===== src/obpw_regs.svh =====
// Register offsets, field positions, reset values and timing counts of the one-bit port.
`ifndef OBPW_REGS_SVH
`define OBPW_REGS_SVH

// -----------------------------------------------------------------------------
// Register offsets (low 16 bits of the address)
// -----------------------------------------------------------------------------
`define OBPW_DIR_OFFSET     16'hffc9
`define OBPW_DATA_OFFSET    16'hffcb

// -----------------------------------------------------------------------------
// Reset values and read constants
// -----------------------------------------------------------------------------
`define OBPW_DIR_RESET      8'h80
`define OBPW_DATA_RESET     8'h80
`define OBPW_DIR_READ       8'hff
`define OBPW_UNMAPPED_READ  8'h00
`define OBPW_UNDEF_READ     1'h1

// -----------------------------------------------------------------------------
// Field positions
// -----------------------------------------------------------------------------
`define OBPW_PIN_BIT        0
`define OBPW_FIXED_BIT      7

// -----------------------------------------------------------------------------
// Timing counts in MCLK cycles
// -----------------------------------------------------------------------------
`define OBPW_SYNC_STAGES    2
`define OBPW_READ_LATENCY   1

`endif


===== src/obpw_pkg.sv =====
// Types shared by the one-bit port with wait input.
package obpw_pkg;

    // -------------------------------------------------------------------------
    // Data types
    // -------------------------------------------------------------------------
    typedef logic [7:0] obpw_byte_t;

    // Function that the shared pin serves at any moment.
    typedef enum logic [1:0] {
        OBPW_FN_INPUT,
        OBPW_FN_OUTPUT,
        OBPW_FN_WAIT
    } obpw_pin_fn_t;

endpackage


===== src/obpw_port.sv =====
// One-bit general-purpose port whose pin doubles as the external wait-request input.
//
// The implementer's own choice: the address-and-strobe port.
`timescale 1ns/1ps
`default_nettype none
`include "obpw_regs.svh"

module obpw_port
    import obpw_pkg::*;
(
    input  wire logic        MCLK,
    input  wire logic        RESET_N,
    input  wire logic [15:0] ADDR,
    input  wire logic [7:0]  WDATA,
    input  wire logic        WR_STB,
    input  wire logic        RD_STB,
    output logic      [7:0]  RDATA,
    input  wire logic        HW_STANDBY_N,
    input  wire logic        SW_STANDBY,
    input  wire logic [7:0]  AREA_STALL_ENABLE,
    input  wire logic        STALL_MODE_HIGH,
    input  wire logic        STALL_CTRL_OFF,
    input  wire logic        EXT_SAMPLE_STATE,
    output logic             STALL_REQ,
    input  wire logic        PIN_IN,
    output logic             PIN_OUT,
    output logic             PIN_OE
);

    // -------------------------------------------------------------------------
    // Internal signals
    // -------------------------------------------------------------------------
    logic         pin_meta_q;
    logic         pin_sync_q;
    logic         hws_meta_q;
    logic         hws_sync_q;
    logic         init_now;
    obpw_byte_t   dir_q;
    obpw_byte_t   data_q;
    obpw_byte_t   data_d;
    obpw_byte_t   rdata_q;
    obpw_byte_t   data_view;
    logic         out_q;
    logic         stall_req_q;
    logic         port_mode;
    obpw_pin_fn_t pin_fn;
    logic         wr_dir;
    logic         wr_data;
    logic         rd_dir;
    logic         rd_data;

    // Initial data value as a byte, so that single bits of it can be picked out.
    localparam obpw_byte_t data_init = `OBPW_DATA_RESET;

    // -------------------------------------------------------------------------
    // Input synchronisers
    // -------------------------------------------------------------------------

    // The pin level passes two flip-flops before any logic looks at it.
    always_ff @(posedge MCLK)
    begin
        if (!RESET_N)
        begin
            pin_meta_q <= 1'h1;
            pin_sync_q <= 1'h1;
        end
        else
        begin
            pin_meta_q <= PIN_IN;
            pin_sync_q <= pin_meta_q;
        end
    end

    // The hardware standby pin is synchronised the same way; idle level is high.
    always_ff @(posedge MCLK)
    begin
        if (!RESET_N)
        begin
            hws_meta_q <= 1'h1;
            hws_sync_q <= 1'h1;
        end
        else
        begin
            hws_meta_q <= HW_STANDBY_N;
            hws_sync_q <= hws_meta_q;
        end
    end

    // Chip reset and hardware standby both put the registers back to their initial values.
    assign init_now = !RESET_N || !hws_sync_q;

    // -------------------------------------------------------------------------
    // Address decode
    // -------------------------------------------------------------------------

    // Writes are dropped in software standby so that the stored state is kept.
    assign wr_dir  = WR_STB && !SW_STANDBY && (ADDR == `OBPW_DIR_OFFSET);
    assign wr_data = WR_STB && !SW_STANDBY && (ADDR == `OBPW_DATA_OFFSET);
    assign rd_dir  = RD_STB && (ADDR == `OBPW_DIR_OFFSET);
    assign rd_data = RD_STB && (ADDR == `OBPW_DATA_OFFSET);

    // -------------------------------------------------------------------------
    // Direction register
    // -------------------------------------------------------------------------

    // Reserved bits are stored too, because they steer the read view of the data bits.
    always_ff @(posedge MCLK)
    begin
        if (init_now)
        begin
            dir_q <= `OBPW_DIR_RESET;
        end
        else if (wr_dir)
        begin
            dir_q <= WDATA;
        end
    end

    // -------------------------------------------------------------------------
    // Data register
    // -------------------------------------------------------------------------

    // Next data value; the top bit is fixed at one whatever is written.
    always_comb
    begin
        data_d = data_q;
        if (wr_data)
        begin
            data_d                 = WDATA;
            data_d[`OBPW_FIXED_BIT] = 1'h1;
        end
    end

    // Storage for the pin bit and the unconnected bits.
    always_ff @(posedge MCLK)
    begin
        if (init_now)
        begin
            data_q <= `OBPW_DATA_RESET;
        end
        else
        begin
            data_q <= data_d;
        end
    end

    // -------------------------------------------------------------------------
    // Pin function selection
    // -------------------------------------------------------------------------

    // The pin is an ordinary port only while every area enable is set and mode-high is clear.
    assign port_mode = (&AREA_STALL_ENABLE) && !STALL_MODE_HIGH;

    // Function the pin serves now, as seen by the output and wait logic.
    always_comb
    begin
        if (!port_mode)
        begin
            pin_fn = OBPW_FN_WAIT;
        end
        else if (dir_q[`OBPW_PIN_BIT])
        begin
            pin_fn = OBPW_FN_OUTPUT;
        end
        else
        begin
            pin_fn = OBPW_FN_INPUT;
        end
    end

    // -------------------------------------------------------------------------
    // Pin driver
    // -------------------------------------------------------------------------

    // The output level follows the data bit, and freezes while software standby lasts.
    always_ff @(posedge MCLK)
    begin
        if (init_now)
        begin
            out_q <= data_init[`OBPW_PIN_BIT];
        end
        else if (!SW_STANDBY)
        begin
            out_q <= data_d[`OBPW_PIN_BIT];
        end
    end

    // The driver is enabled only in port mode with the direction bit set.
    assign PIN_OUT = out_q;
    assign PIN_OE  = (pin_fn == OBPW_FN_OUTPUT);

    // -------------------------------------------------------------------------
    // Wait request
    // -------------------------------------------------------------------------

    // A low pin in the sample state of an external three-state access asks for a wait.
    always_ff @(posedge MCLK)
    begin
        if (init_now)
        begin
            stall_req_q <= 1'h0;
        end
        else
        begin
            stall_req_q <= (pin_fn == OBPW_FN_WAIT) && STALL_CTRL_OFF
                           && EXT_SAMPLE_STATE && !pin_sync_q;
        end
    end

    assign STALL_REQ = stall_req_q;

    // -------------------------------------------------------------------------
    // Read path
    // -------------------------------------------------------------------------

    // Read view of the data register, built one bit at a time.
    generate
        for (genvar i = 0; i < 8; i++)
        begin : g_view
            if (i == `OBPW_FIXED_BIT)
            begin : g_fixed
                assign data_view[i] = 1'h1;
            end
            else if (i == `OBPW_PIN_BIT)
            begin : g_pin
                assign data_view[i] = dir_q[i] ? data_q[i] : pin_sync_q;
            end
            else if (i >= 3 && i <= 5)
            begin : g_undef
                assign data_view[i] = dir_q[i] ? data_q[i] : `OBPW_UNDEF_READ;
            end
            else
            begin : g_plain
                assign data_view[i] = dir_q[i] ? data_q[i] : 1'h1;
            end
        end
    endgenerate

    // Read data stand in the cycle after the strobe only; other cycles show zero.
    always_ff @(posedge MCLK)
    begin
        if (!RESET_N)
        begin
            rdata_q <= 8'h00;
        end
        else if (rd_dir)
        begin
            rdata_q <= `OBPW_DIR_READ;
        end
        else if (rd_data)
        begin
            rdata_q <= data_view;
        end
        else
        begin
            rdata_q <= `OBPW_UNMAPPED_READ;
        end
    end

    assign RDATA = rdata_q;
endmodule

`default_nettype wire


===== config.mk =====
export PLATFORM = sky130hd
export DESIGN_NAME = obpw_port
export DESIGN_NICKNAME = d
export VERILOG_FILES = /design/src/obpw_pkg.sv /design/src/obpw_port.sv
export VERILOG_INCLUDE_DIRS = /design/src
export SDC_FILE = /design/constraint.sdc
export NUM_CORES = 1
export LEC_CHECK = 0
export BUFFER_PORTS_ARGS = -buffer_cell sky130_fd_sc_hd__buf_2
export CORE_UTILIZATION = 35
export CTS_CLUSTER_SIZE = 10
export DETAILED_ROUTE_END_ITERATION = 7
export HOLD_SLACK_MARGIN = 0.08
export PLACE_DENSITY = 0.67
export SLEW_MARGIN = 40
export SYNTH_ARGS = -nofsm -noshare
export SYNTH_HDL_FRONTEND = slang
export SYNTH_SLANG_ARGS = --single-unit

===== constraint.sdc =====
create_clock -name MCLK -period 2 [get_ports MCLK]
set_clock_uncertainty 0.15 [all_clocks]
set_input_delay 0.1 -clock MCLK [delete_from_list [all_inputs] [get_ports MCLK]]
set_output_delay 0.1 -clock MCLK [all_outputs]
set_load 0.05 [all_outputs]

; Word level (Yosys, flattened, before mapping)
; Cells that the tools add are included.
[classes]
n_eq_ne = 4
n_mux = 12
reduce_logical = 16
[op_table]
columns = operator, n
row1 = $eq A16 B16 Y1 const B, 2
row2 = $mux W8, 2
row3 = $logic_and A1 B1 Y1, 9
row4 = $mux W1, 9
row5 = $reduce_and A8 Y1, 1
row6 = $logic_not A1 Y1, 5
row7 = $eq A2 B1 Y1 const B, 1
row8 = $eq A2 B2 Y1 const B, 1
row9 = $mux W2, 1
row10 = $logic_or A1 B1 Y1, 1
[totals]
ff_bits = 28
inputBits = 42
output_inout_bits = 11
wordCells = 42

; Logic depth before layout (Yosys ltp)
; Gate-level depths: netlist of the first run.
[logic_depth]
word_depth = 7
ltp_mapped = 5
mapped_depth_nobuf = 4

; Worst setup path after synthesis of the first run
; No wires, ideal clock.
[synth_path]
kind = input port to flip-flop
from = in ADDR[2]
to = reg dir_q[2]
setup_ns = 0.132
arrival_time_ns = 1.152
required_ns = 1.718
slack_ns = 0.566
cell_stages = 5
n_path_buf = 1
cell_sequence = nand4bb_1 -> or4_4 -> buf_6 -> o21ai_1 -> a21oi_1
[synth_via]
elab_chain_len = 2
[synth_rtl]
columns = item, line_no
row1 = start: declaration, obpw_port.sv:13  ; input wire logic [15:0] ADDR,
row2 = $eq A16 B16 Y1 (no source line), -
row3 = $logic_and A1 B1 Y1, obpw_port.sv:97  ; assign wr_dir = WR_STB && !SW_STANDBY && (ADDR == `OBPW_DIR_OFFSET);
row4 = end signal: assignment, obpw_port.sv:111  ; dir_q <= `OBPW_DIR_RESET;
row5 = end: declaration, obpw_port.sv:38  ; obpw_byte_t dir_q;
; No other way between the ends.
; A chain may end at the register's enable or synchronous reset.

; Worst setup path after layout of the first run
[layout_path]
from = in STALL_CTRL_OFF
to = reg stall_req_q, in the netlist STALL_REQ
[layout_via]
elab_chain_len = 3
[layout_rtl]
columns = item, line_no
row1 = start: declaration, obpw_port.sv:22  ; input wire logic STALL_CTRL_OFF,
row2 = $logic_and A1 B1 Y1, obpw_port.sv:205  ; stall_req_q <= (pin_fn == OBPW_FN_WAIT) && STALL_CTRL_OFF
row3 = $logic_and A1 B1 Y1 (2 in series), obpw_port.sv:206  ; && EXT_SAMPLE_STATE && !pin_sync_q;
row4 = end signal: assignment, obpw_port.sv:205
row5 = end: declaration, obpw_port.sv:44  ; logic stall_req_q;
; No other way between the ends.

==> reports/results.txt, run 1 <==
DRT antenna net count: 0
syn_nets: 160
failing checks: design-rule violations, negative setup slack
LEAKAGE: 0.000698 uW
Reg area: 561 sq um
Vias: 1,141
CTS sink cnt: 28
PnR worst setup slack: -54.1 ps
Post-synth ARST share: 0%
H-tree depth: 1
register bit total from synthesis: 28
post-detail-place hpwl: 1.96 mm
Layout Nets: 234
outcome: complete, but fails checks
CP Launch Point: STALL_CTRL_OFF
Crit Path Class: in -> reg
Synth Flop Type: dfxtp_1
top area cells in the synthesized netlist: dfxtp_1 51%, nand3_1 7.7%, a21oi_1 6.8%, o21ai_1 4.1%, a31oi_1 4.0%
max cap viols: 0
Starting Density: 38.5%
Adder-Cell Fraction of Synth Area: 0%
number of global-route vias before repair: 1,103
critical path fanouts, max: 1
design area: 1650 sq um
xor/xnor share of the synthesized area: 0%
Yosys top cell by area: dfxtp_1
All-Layer GR Usage: 18.8%
first-iteration detailed-routing DRC count: 14
GP Congestion: 0.790
final max-slew violation count: 0
sequential area share after synthesis: 51.0%
EDFF count, synth: 0
ratio of cells with drive above 1 in the final layout: 33.5%
post-synthesis mux area share: 0.911%
CTS tree: done
WL per Instance: 13.3 um
final core utilization: 58.0%
multi-input logic area: 489 sq um
post-synth top area share: 51.0%
Simple-Gate Fraction of Synth Area: 24.6%
Core ar.: 2850 sq um
area added between synthesis and finish: 50.6%
Max-slew headroom: 60.1%
first-pass GRT wire length: 4.83 mm
Worst Max-Slew Pin Slew: 590 ps
Mapped Cells: 118
crit path capture type: flip-flop
worst hold path startpoint: ADDR[9]
most frequent cells in the layout: 51 x buf_2, 28 x dfxtp_1, 22 x dlygate4sd3_1
Hold Crit Class: in -> reg
syn avg cell area: 9.31 sq um
Final Hold Vio Count: 0
Antenna diodes: 0
dpl cell area: 1370 sq um
Die W: 58.0 um
clk slew on worst S/H paths: 140 ps
DRC: 2
die height: 58.0 um
fill count: 261
Ports: 53
WP data arrival: 2170 ps
distinct cell type count after synthesis: 28
CTS root buffer: clkbuf_4
setup TNS: -54.1 ps
Clk Latency, worst-skew pair: 320 ps
GR Overflow Total: 0
critical path required time: 2120 ps
Final setup viols: 1
via-per-instance ratio: 5.14
r2r worst-path depth: 3
crit path launch type: input pin
die area: 3370 sq um
post-route clock period utilization: 103%
RSZ-0062 raised after global routing: yes
Final Total Pwr: 1040 uW
post-synthesis compound-gate area fraction: 18.2%
leading cell type in the layout, fill and taps excluded: buf_2
clock tree buffer depth: 2
Post-Syn Area: 1100 sq um
Ys Warns: 0
WHS Path Cells: 5
Cell Rows: 19
pwr/cell area: 628 nW/um^2
R2R Path Start: hws_sync_q
Max VDD drop: 0.327 mV
drt first pass iters: 6
antenna violations before repair: 0
Final min period: 2050 ps
f_max: 487 MHz
final WL: 2.95 mm
largest net degree at the start of global routing: 17
largest family of logic cells by synthesized area: simple AND/OR/NAND/NOR gates
worst slack, placed: 290 ps
Buffers on Ports: 51
total CTS buffers: 3
## synthesized netlist by cell type (2+ instances only)
| library cell | number |
|---|---|
| a21oi_1 | 15 |
| a31oi_1 | 7 |
| dfxtp_1 | 28 |
| o21ai_0 | 4 |
| clkbuf_1 | 3 |
| nor4_1 | 2 |
| nand3_1 | 17 |
| nand2_1 | 3 |
| nand2b_1 | 4 |
| o21ai_1 | 9 |
| nor2b_1 | 2 |
| inv_1 | 8 |
## power by group
group | switching (uW) | internal, uW | leakage (uW) | total, uW
clock | 163 | 203 | 0.0000279 | 365
sequential | 1.51 | 563 | 0.000227 | 564
combinational | 48.6 | 61.3 | 0.000444 | 110
total | 213 | 827 | 0.000698 | 1040
## path summary, 6_finish.rpt
| kind | slack, ps | to |
|---|---|---|
| min | 100 | data_q[0] |
| min reg2reg | 280 | pin_sync_q |
| max reg2reg | 160 | STALL_REQ |
| max | -50 | STALL_REQ |
## final cells by class
type                       count  share of cell area [%]
sequential                    28                    33.9
multi-input combinational     77                    29.6
timing repair buffer          74                    29.2
tap                           31                    2.34
clock inverter                 1                    1.82
inverter                       8                    1.82
clock buffer                   3                    1.36
## per-layer routing
| layer | track usage, % | part of all wire (%) | routed length, um | vias to the layer above |
|---|---|---|---|---|
| met2 | 36.1 | 57 | 1670 | 31 |
| met4 | 9.52 | 1.4 | 41 | 0 |
| met1 | 19.3 | 39 | 1150 | 535 |
| met3 | 3.35 | 3.1 | 90 | 4 |
| li1 | - | - | - | 571 |
| met5 | 0 | 0 | 0 | - |
## logic make-up after synthesis
family                 Yosys count
buffers and inverters           13
multiplexers                     1
AO/OA/AOI/OAI                   37
AND/OR/NAND/NOR                 39
flip-flops                      28
## per-stage QoR
step	std cells	hold WS, ps
floorplan	118	23.0
global placement	196	129
finish	222	103
global route	222	116
CTS	222	106
detailed placement	196	142
## critical path, stage by stage
cell           delay (ps)
dlygate4sd3_1         550
buf_2                 120
nand2_1                50
dlygate4sd3_1         570
nor4_2                180
dlygate4sd3_1         610
## state kept, by name, summed over array words and instances (netlist names)
signal	flops
RDATA	8
PIN_OUT	1
pin_sync_q	1
STALL_REQ	1
hws_meta_q	1
data_q	7
hws_sync_q	1
pin_meta_q	1
dir_q	7
## repair_timing
action | 4_1_cts | 5_1_grt
endpoints found under the hold margin | 21 | 0
endpoints found under the setup margin | 0 | 3
buffers inserted | 0 | 0
hold buffers | 22 | 0
resized for setup | 0 | 2
Power figures use the tool's default switching activity.
==> run 2, diff against run 1 <==
--- a/config.mk
+++ b/config.mk
@@ -12,6 +12,7 @@
 export DETAILED_ROUTE_END_ITERATION = 7
 export HOLD_SLACK_MARGIN = 0.08
 export PLACE_DENSITY = 0.67
+export REMOVE_ABC_BUFFERS = 1
 export SLEW_MARGIN = 40
 export SYNTH_ARGS = -nofsm -noshare
 export SYNTH_HDL_FRONTEND = slang
==> reports/results.txt, run 2 (same netlist as run 1, synthesis figures left out) <==
outcome: complete, but fails checks (unchanged)
failing checks: design-rule violations (was design-rule violations, negative setup slack)
first-pass GRT wire length: 4.69 mm (was 4.83 mm)
RSZ-0062 raised after global routing: no (was yes)
post-route clock period utilization: 94.7% (was 103%)
Final min period: 1890 ps (was 2050 ps)
r2r worst-path depth: 3 (unchanged)
Buffers on Ports: 51 (unchanged)
post-detail-place hpwl: 1.98 mm (was 1.96 mm)
fill count: 260 (was 261)
most frequent cells in the layout: 51 x buf_2, 28 x dfxtp_1, 20 x dlygate4sd3_1 (was 51 x buf_2, 28 x dfxtp_1, 22 x dlygate4sd3_1)
flip-flop count of the largest register after layout: 8 (unchanged)
die height: 58.0 um (unchanged)
worst hold path startpoint: RD_STB (was ADDR[9])
Clk Latency, worst-skew pair: 320 ps (about the same)
Hold Crit Class: in -> reg (unchanged)
critical path required time: 2120 ps (about the same)
routed wl met3: 160 um (was 90 um)
worst slack, placed: 305 ps (was 290 ps)
DRC: 1 (was 2)
Vias: 1,149 (was 1,141)
Post-CTS Setup Bufs: 0 (unchanged)
f_max: 528 MHz (was 487 MHz)
final max-slew violation count: 0 (unchanged)
Ports: 53 (unchanged)
All-Layer GR Usage: 18.5% (was 18.8%)
crit path launch type: input pin (unchanged)
area added between synthesis and finish: 46.9% (was 50.6%)
first-iteration detailed-routing DRC count: 26 (was 14)
Cell Rows: 19 (unchanged)
CTS sink cnt: 28 (unchanged)
CTS root buffer: clkbuf_4 (unchanged)
Final setup viols: 0 (was 1)
total CTS buffers: 3 (unchanged)
Crit Path Class: in -> reg (unchanged)
final WL: 2.82 mm (was 2.95 mm)
Die W: 58.0 um (unchanged)
number of global-route vias before repair: 1,087 (was 1,103)
R2R Path Start: hws_sync_q (unchanged)
drt first pass iters: 6 (unchanged)
LEAKAGE: 0.000685 uW (was 0.000698 uW)
WP data arrival: 2020 ps (was 2170 ps)
die area: 3370 sq um (unchanged)
ratio of cells with drive above 1 in the final layout: 33.9% (was 33.5%)
CTS tree: done (unchanged)
Max Used Layer: met4 (unchanged)
Antenna diodes: 0 (unchanged)
WL met1: 1.19 mm (was 1.15 mm)
Core ar.: 2850 sq um (unchanged)
Max VDD drop: 0.309 mV (was 0.327 mV)
r2r setup slk: 430 ps (was 160 ps)
H-tree depth: 1 (unchanged)
clock tree buffer depth: 2 (unchanged)
leading cell type in the layout, fill and taps excluded: buf_2 (unchanged)
via-per-instance ratio: 5.22 (was 5.14)
GR Overflow Total: 0 (unchanged)
WHS Path Cells: 3 (was 5)
CP Launch Point: STALL_CTRL_OFF (unchanged)
Max-slew headroom: 71.5% (was 60.1%)
setup TNS: 0 ps (was -54.1 ps)
Final Hold Vio Count: 0 (unchanged)
r2r endpoint: STALL_REQ (unchanged)
met2 wire length: 1.40 mm (was 1.67 mm)
largest net degree at the start of global routing: 17 (unchanged)
antenna violations before repair: 0 (unchanged)
PnR worst setup slack: 106 ps (was -54.1 ps)
clk slew on worst S/H paths: 140 ps (about the same)
GP Congestion: 0.772 (was 0.790)
crit path capture type: flip-flop (unchanged)
max cap viols: 0 (unchanged)
Layout Nets: 232 (was 234)
DRT antenna net count: 0 (unchanged)
Starting Density: 38.5% (unchanged)
Hold EP: RDATA[3] (was data_q[0])
critical path fanouts, max: 1 (unchanged)
WL per Instance: 12.8 um (was 13.3 um)
Worst Max-Slew Pin Slew: 427 ps (was 590 ps)
pwr/cell area: 580 nW/um^2 (was 628 nW/um^2)
[run 2: changes by cell type in the layout (fill, tap and decap cells not counted), sizes merged]
cell and change:
bufinv -1, clkbuf +1, dlygate4sd3 -2
[run 2: power breakdown]
| group | leakage (uW) | switching, uW | internal (uW) | total [uW] |
|---|---|---|---|---|
| clock | 0.0000210 | 154 | 111 | 265 |
| sequential | 0.000227 | 1.91 | 563 | 565 |
| combinational | 0.000438 | 46.4 | 60.0 | 106 |
[run 2: layer usage]
metal / GRT usage, % / up-vias
met3: 2.23 / 6
met4: 10.5 / 0
li1: - / 568
met1: 22.5 / 523
met5: 0 / -
met2: 31.5 / 52
[run 2: worst max path at each step]
stage | endpoint | slack, ps | cells past startpoint
2_1_floorplan | PIN_OUT | 530 | 4
4_1_cts | dir_q[4] | 80 | 6
5_1_grt | data_q[1] | 30 | 6
3_3_place_gp | RDATA[1] | 330 | 5
6_report | STALL_REQ | 110 | 6
3_5_place_dp | PIN_OUT | 310 | 5
[run 2: area by class of cell]
type,instances,area (sq um),area share (%)
clock buffers,4,36.3,2.25
repair buffers,72,463,28.7
flip-flops and latches,28,561,34.7
well taps,31,38.8,2.40
inverters,8,30.0,1.86
multi-input cells,77,485,30.1
[run 2: critical path, cell delays in order]
cell           delay [ps]
dlygate4sd3_1         520
buf_2                  90
nand2_1                30
dlygate4sd3_1         540
nor4_1                160
dlygate4sd3_1         570
[run 2: through the flow]
stage               total power [uW]  instance area, sq um  utilization [%]  instances  hold WS [ps]
floorplan                        605                  1070                -        113          23.0
global placement                 655                  1370             48.1        196           130
detailed placement               658                  1370             48.1        196           141
CTS                              946                  1610             56.4        220           111
global route                     984                  1610             56.6        220           146
finish                           936                  1610             56.6        220           121
[run 2: what timing repair did]
item,4_1_cts,5_1_grt
gates resized for setup,0,2
endpoints found under the hold margin,20,0
setup endpoints to repair,0,2
hold buffers,20,0
==> run 3, diff against run 2 <==
--- a/config.mk
+++ b/config.mk
@@ -6,14 +6,14 @@
 export SDC_FILE = /design/constraint.sdc
 export NUM_CORES = 1
 export LEC_CHECK = 0
-export BUFFER_PORTS_ARGS = -buffer_cell sky130_fd_sc_hd__buf_2
+export ABC_AREA = 1
+export BUFFER_PORTS_ARGS = -buffer_cell sky130_fd_sc_hd__clkbuf_2
 export CORE_UTILIZATION = 35
 export CTS_CLUSTER_SIZE = 10
 export DETAILED_ROUTE_END_ITERATION = 7
 export HOLD_SLACK_MARGIN = 0.08
-export PLACE_DENSITY = 0.67
+export PLACE_DENSITY = 0.65
 export REMOVE_ABC_BUFFERS = 1
-export SLEW_MARGIN = 40
 export SYNTH_ARGS = -nofsm -noshare
 export SYNTH_HDL_FRONTEND = slang
 export SYNTH_SLANG_ARGS = --single-unit
==> reports/results.txt, run 3 <==
largest net degree at the start of global routing: 17 (unchanged)
CTS root buffer: clkbuf_8 (was clkbuf_4)
crit path capture type: flip-flop (unchanged)
Hold Crit Class: in -> reg (unchanged)
CP Launch Point: SW_STANDBY (was STALL_CTRL_OFF)
Min Hold Slack: 116 ps (was 121 ps)
GRT Max-Usage Layer: met2 (unchanged)
R2R Path Start: hws_sync_q (unchanged)
final max-slew violation count: 0 (unchanged)
sequential area share after synthesis: 42.9% (was 51.0%)
Worst Max-Slew Pin Slew: 346 ps (was 427 ps)
clock tree buffer depth: 2 (unchanged)
f_max: 653 MHz (was 528 MHz)
Synth Flop Type: dfxtp_1 (unchanged)
Ys Warns: 0 (unchanged)
first-pass GRT wire length: 4.68 mm (was 4.69 mm)
met2 Track Usage GR: 26.5% (was 31.5%)
DRT antenna net count: 0 (unchanged)
most frequent cells in the layout: 51 x clkbuf_2, 49 x nand2_1, 30 x inv_1 (was 51 x buf_2, 28 x dfxtp_1, 20 x dlygate4sd3_1)
Adder-Cell Fraction of Synth Area: 0% (unchanged)
total CTS buffers: 3 (unchanged)
routing usage on met3: 3.44% (was 2.23%)
Reg area: 561 sq um (unchanged)
Die W: 63.1 um (was 58.0 um)
antenna violations before repair: 0 (unchanged)
cells along the critical path: dlygate4sd3_1 > clkbuf_2 > nor2_4 > nand3_2 > nand2_1 > nand3_1 > nand2_1 > inv_1 (was dlygate4sd3_1 > buf_2 > nand2_1 > dlygate4sd3_1 > nor4_1 > dlygate4sd3_1)
Max VDD drop: 0.354 mV (was 0.309 mV)
post-route clock period utilization: 76.5% (was 94.7%)
GR Overflow Total: 0 (unchanged)
die height: 63.1 um (was 58.0 um)
Post-Syn Area: 1310 sq um (was 1100 sq um)
most common cell in the netlist: nand2_1 (was dfxtp_1)
first-iteration detailed-routing DRC count: 33 (was 26)
Clk Latency, worst-skew pair: 280 ps (was 320 ps)
Antenna diodes: 0 (unchanged)
top area cells in the synthesized netlist: dfxtp_1 43%, nand2_1 14%, inv_1 8.6%, nor2_1 8.3%, nor2_2 4.3% (was dfxtp_1 51%, nand3_1 7.7%, a21oi_1 6.8%, o21ai_1 4.1%, a31oi_1 4.0%)
xor/xnor share of the synthesized area: 0% (unchanged)
critical path fanouts, max: 9 (was 1)
leading cell type in the layout, fill and taps excluded: clkbuf_2 (was buf_2)
die area: 3980 sq um (was 3370 sq um)
crit path launch type: input pin (unchanged)
pwr/cell area: 604 nW/um^2 (was 580 nW/um^2)
final core utilization: 53.6% (was 56.6%)
Vias: 1,258 (was 1,149)
Crit Path Class: in -> reg (unchanged)
Layout Nets: 294 (was 232)
WP data arrival: 1560 ps (was 2020 ps)
setup TNS: 0 ps (unchanged)
post-synth top area share: 42.9% (was 51.0%)
Cell Rows: 21 (was 19)
Mapped Cells: 179 (was 118)
LEAKAGE: 0.00104 uW (was 0.000685 uW)
DRC: 0 (was 1)
CP max-delay cell: dlygate4sd3_1 (unchanged)
Max-slew headroom: 76.9% (was 71.5%)
H-tree depth: 1 (unchanged)
Ports: 53 (unchanged)
flip-flop count of the largest register after layout: 8 (unchanged)
CTS tree: done (unchanged)
Buffers on Ports: 51 (unchanged)
critical path required time: 2030 ps (was 2120 ps)
Final min period: 1530 ps (was 1890 ps)
Core ar.: 3470 sq um (was 2850 sq um)
Yosys top cell by area: dfxtp_1 (unchanged)
CP most frequent cell: nand2_1 (was dlygate4sd3_1)
Final Total Pwr: 1120 uW (was 936 uW)
via-per-instance ratio: 4.24 (was 5.22)
outcome: finished, final reports clean (was complete, but fails checks)
syn avg cell area: 7.30 sq um (was 9.31 sq um)
clk slew on worst S/H paths: 90 ps (was 140 ps)
fill count: 359 (was 260)
post-synthesis mux area share: 0.766% (was 0.911%)
Post-synth ARST share: 0% (unchanged)
GP Congestion: 0.717 (was 0.772)
Starting Density: 37.7% (was 38.5%)
max cap viols: 0 (unchanged)
EDFF count, synth: 0 (unchanged)
drt first pass iters: 4 (was 6)
register bit total from synthesis: 28 (unchanged)
ratio of cells with drive above 1 in the final layout: 31.5% (was 33.9%)
Final Hold Vio Count: 0 (unchanged)
Final setup viols: 0 (unchanged)
multi-input logic area: 614 sq um (was 485 sq um)
worst hold path startpoint: WR_STB (was RD_STB)
post-synthesis compound-gate area fraction: 4.11% (was 18.2%)
most common library cells after synthesis: 49 x nand2_1, 30 x inv_1, 29 x nor2_1, 28 x dfxtp_1, 9 x nor2_2 (was 28 x dfxtp_1, 17 x nand3_1, 15 x a21oi_1, 9 x o21ai_1, 8 x inv_1)
Simple-Gate Fraction of Synth Area: 42.1% (was 24.6%)
slowest stage delay, CP: 550 ps (was 570 ps)
distinct cell type count after synthesis: 21 (was 28)
All-Layer GR Usage: 14.9% (was 18.5%)
final WL: 2.62 mm (was 2.82 mm)
global-route track usage on met1: 17.5% (was 22.5%)
area added between synthesis and finish: 42.3% (was 46.9%)
WL per Instance: 8.81 um (was 12.8 um)
RSZ-0062 raised after global routing: no (unchanged)
largest family of logic cells by synthesized area: simple AND/OR/NAND/NOR gates (unchanged)
post-detail-place hpwl: 1.84 mm (was 1.98 mm)
CTS sink cnt: 28 (unchanged)
number of global-route vias before repair: 1,152 (was 1,087)
run 3: layout make-up:
class | instances | area share, %
clock inverters | 1 | 1.61
multi-input cells | 118 | 33.0
inverters | 32 | 6.52
clock buffers | 3 | 2.22
well taps | 46 | 3.09
repair buffers | 69 | 23.4
flip-flops and latches | 28 | 30.1
run 3: what timing repair did:
item | CTS | global route
endpoints found under the hold margin | 22 | 0
resized for setup | 0 | 0
endpoints found under the setup margin | 0 | 0
buffers inserted | 0 | 0
hold buffers | 18 | 0
run 3: power breakdown:
group	internal, uW	switching, uW
Sequential	562	1.70
Clock	268	174
Combinational	62.8	55.4
run 3: cells by family (layout without fill, tap and decap cells):
kind of cell / after synthesis / count (layout)
buffers and inverters: 33 / 105
multiplexers: 1 / 1
AO/OA/AOI/OAI: 8 / 8
flip-flops: 28 / 28
AND/OR/NAND/NOR: 109 / 109
run 3: worst paths after layout:
path	depth (start not counted)	slack [ps]	endpoint
worst max register to register	4	790	dir_q[3]
worst max-delay path	8	470	PIN_OUT
worst min register to register	2	260	hws_sync_q
worst min-delay path	5	120	data_q[1]
run 3: routing by layer:
metal | part of all wire, % | routed length [um] | vias up
met5 | 0 | 0 | -
met4 | 1.3 | 34 | 0
met3 | 3.5 | 92 | 4
met2 | 49 | 1280 | 28
met1 | 46 | 1210 | 546
li1 | - | - | 680
run 3: through the flow:
stage | cell area (sq um) | worst slack, ps | cells
global placement | 1610 | 697 | 275
floorplan | 1300 | 717 | 178
global route | 1860 | 374 | 297
CTS | 1860 | 498 | 297
finish | 1860 | 470 | 297
detailed placement | 1610 | 671 | 275
run 3: critical path, delay by kind of cell:
kind          cells  cell delay (ps)
simple gates      5              730
buf+inv           3              720
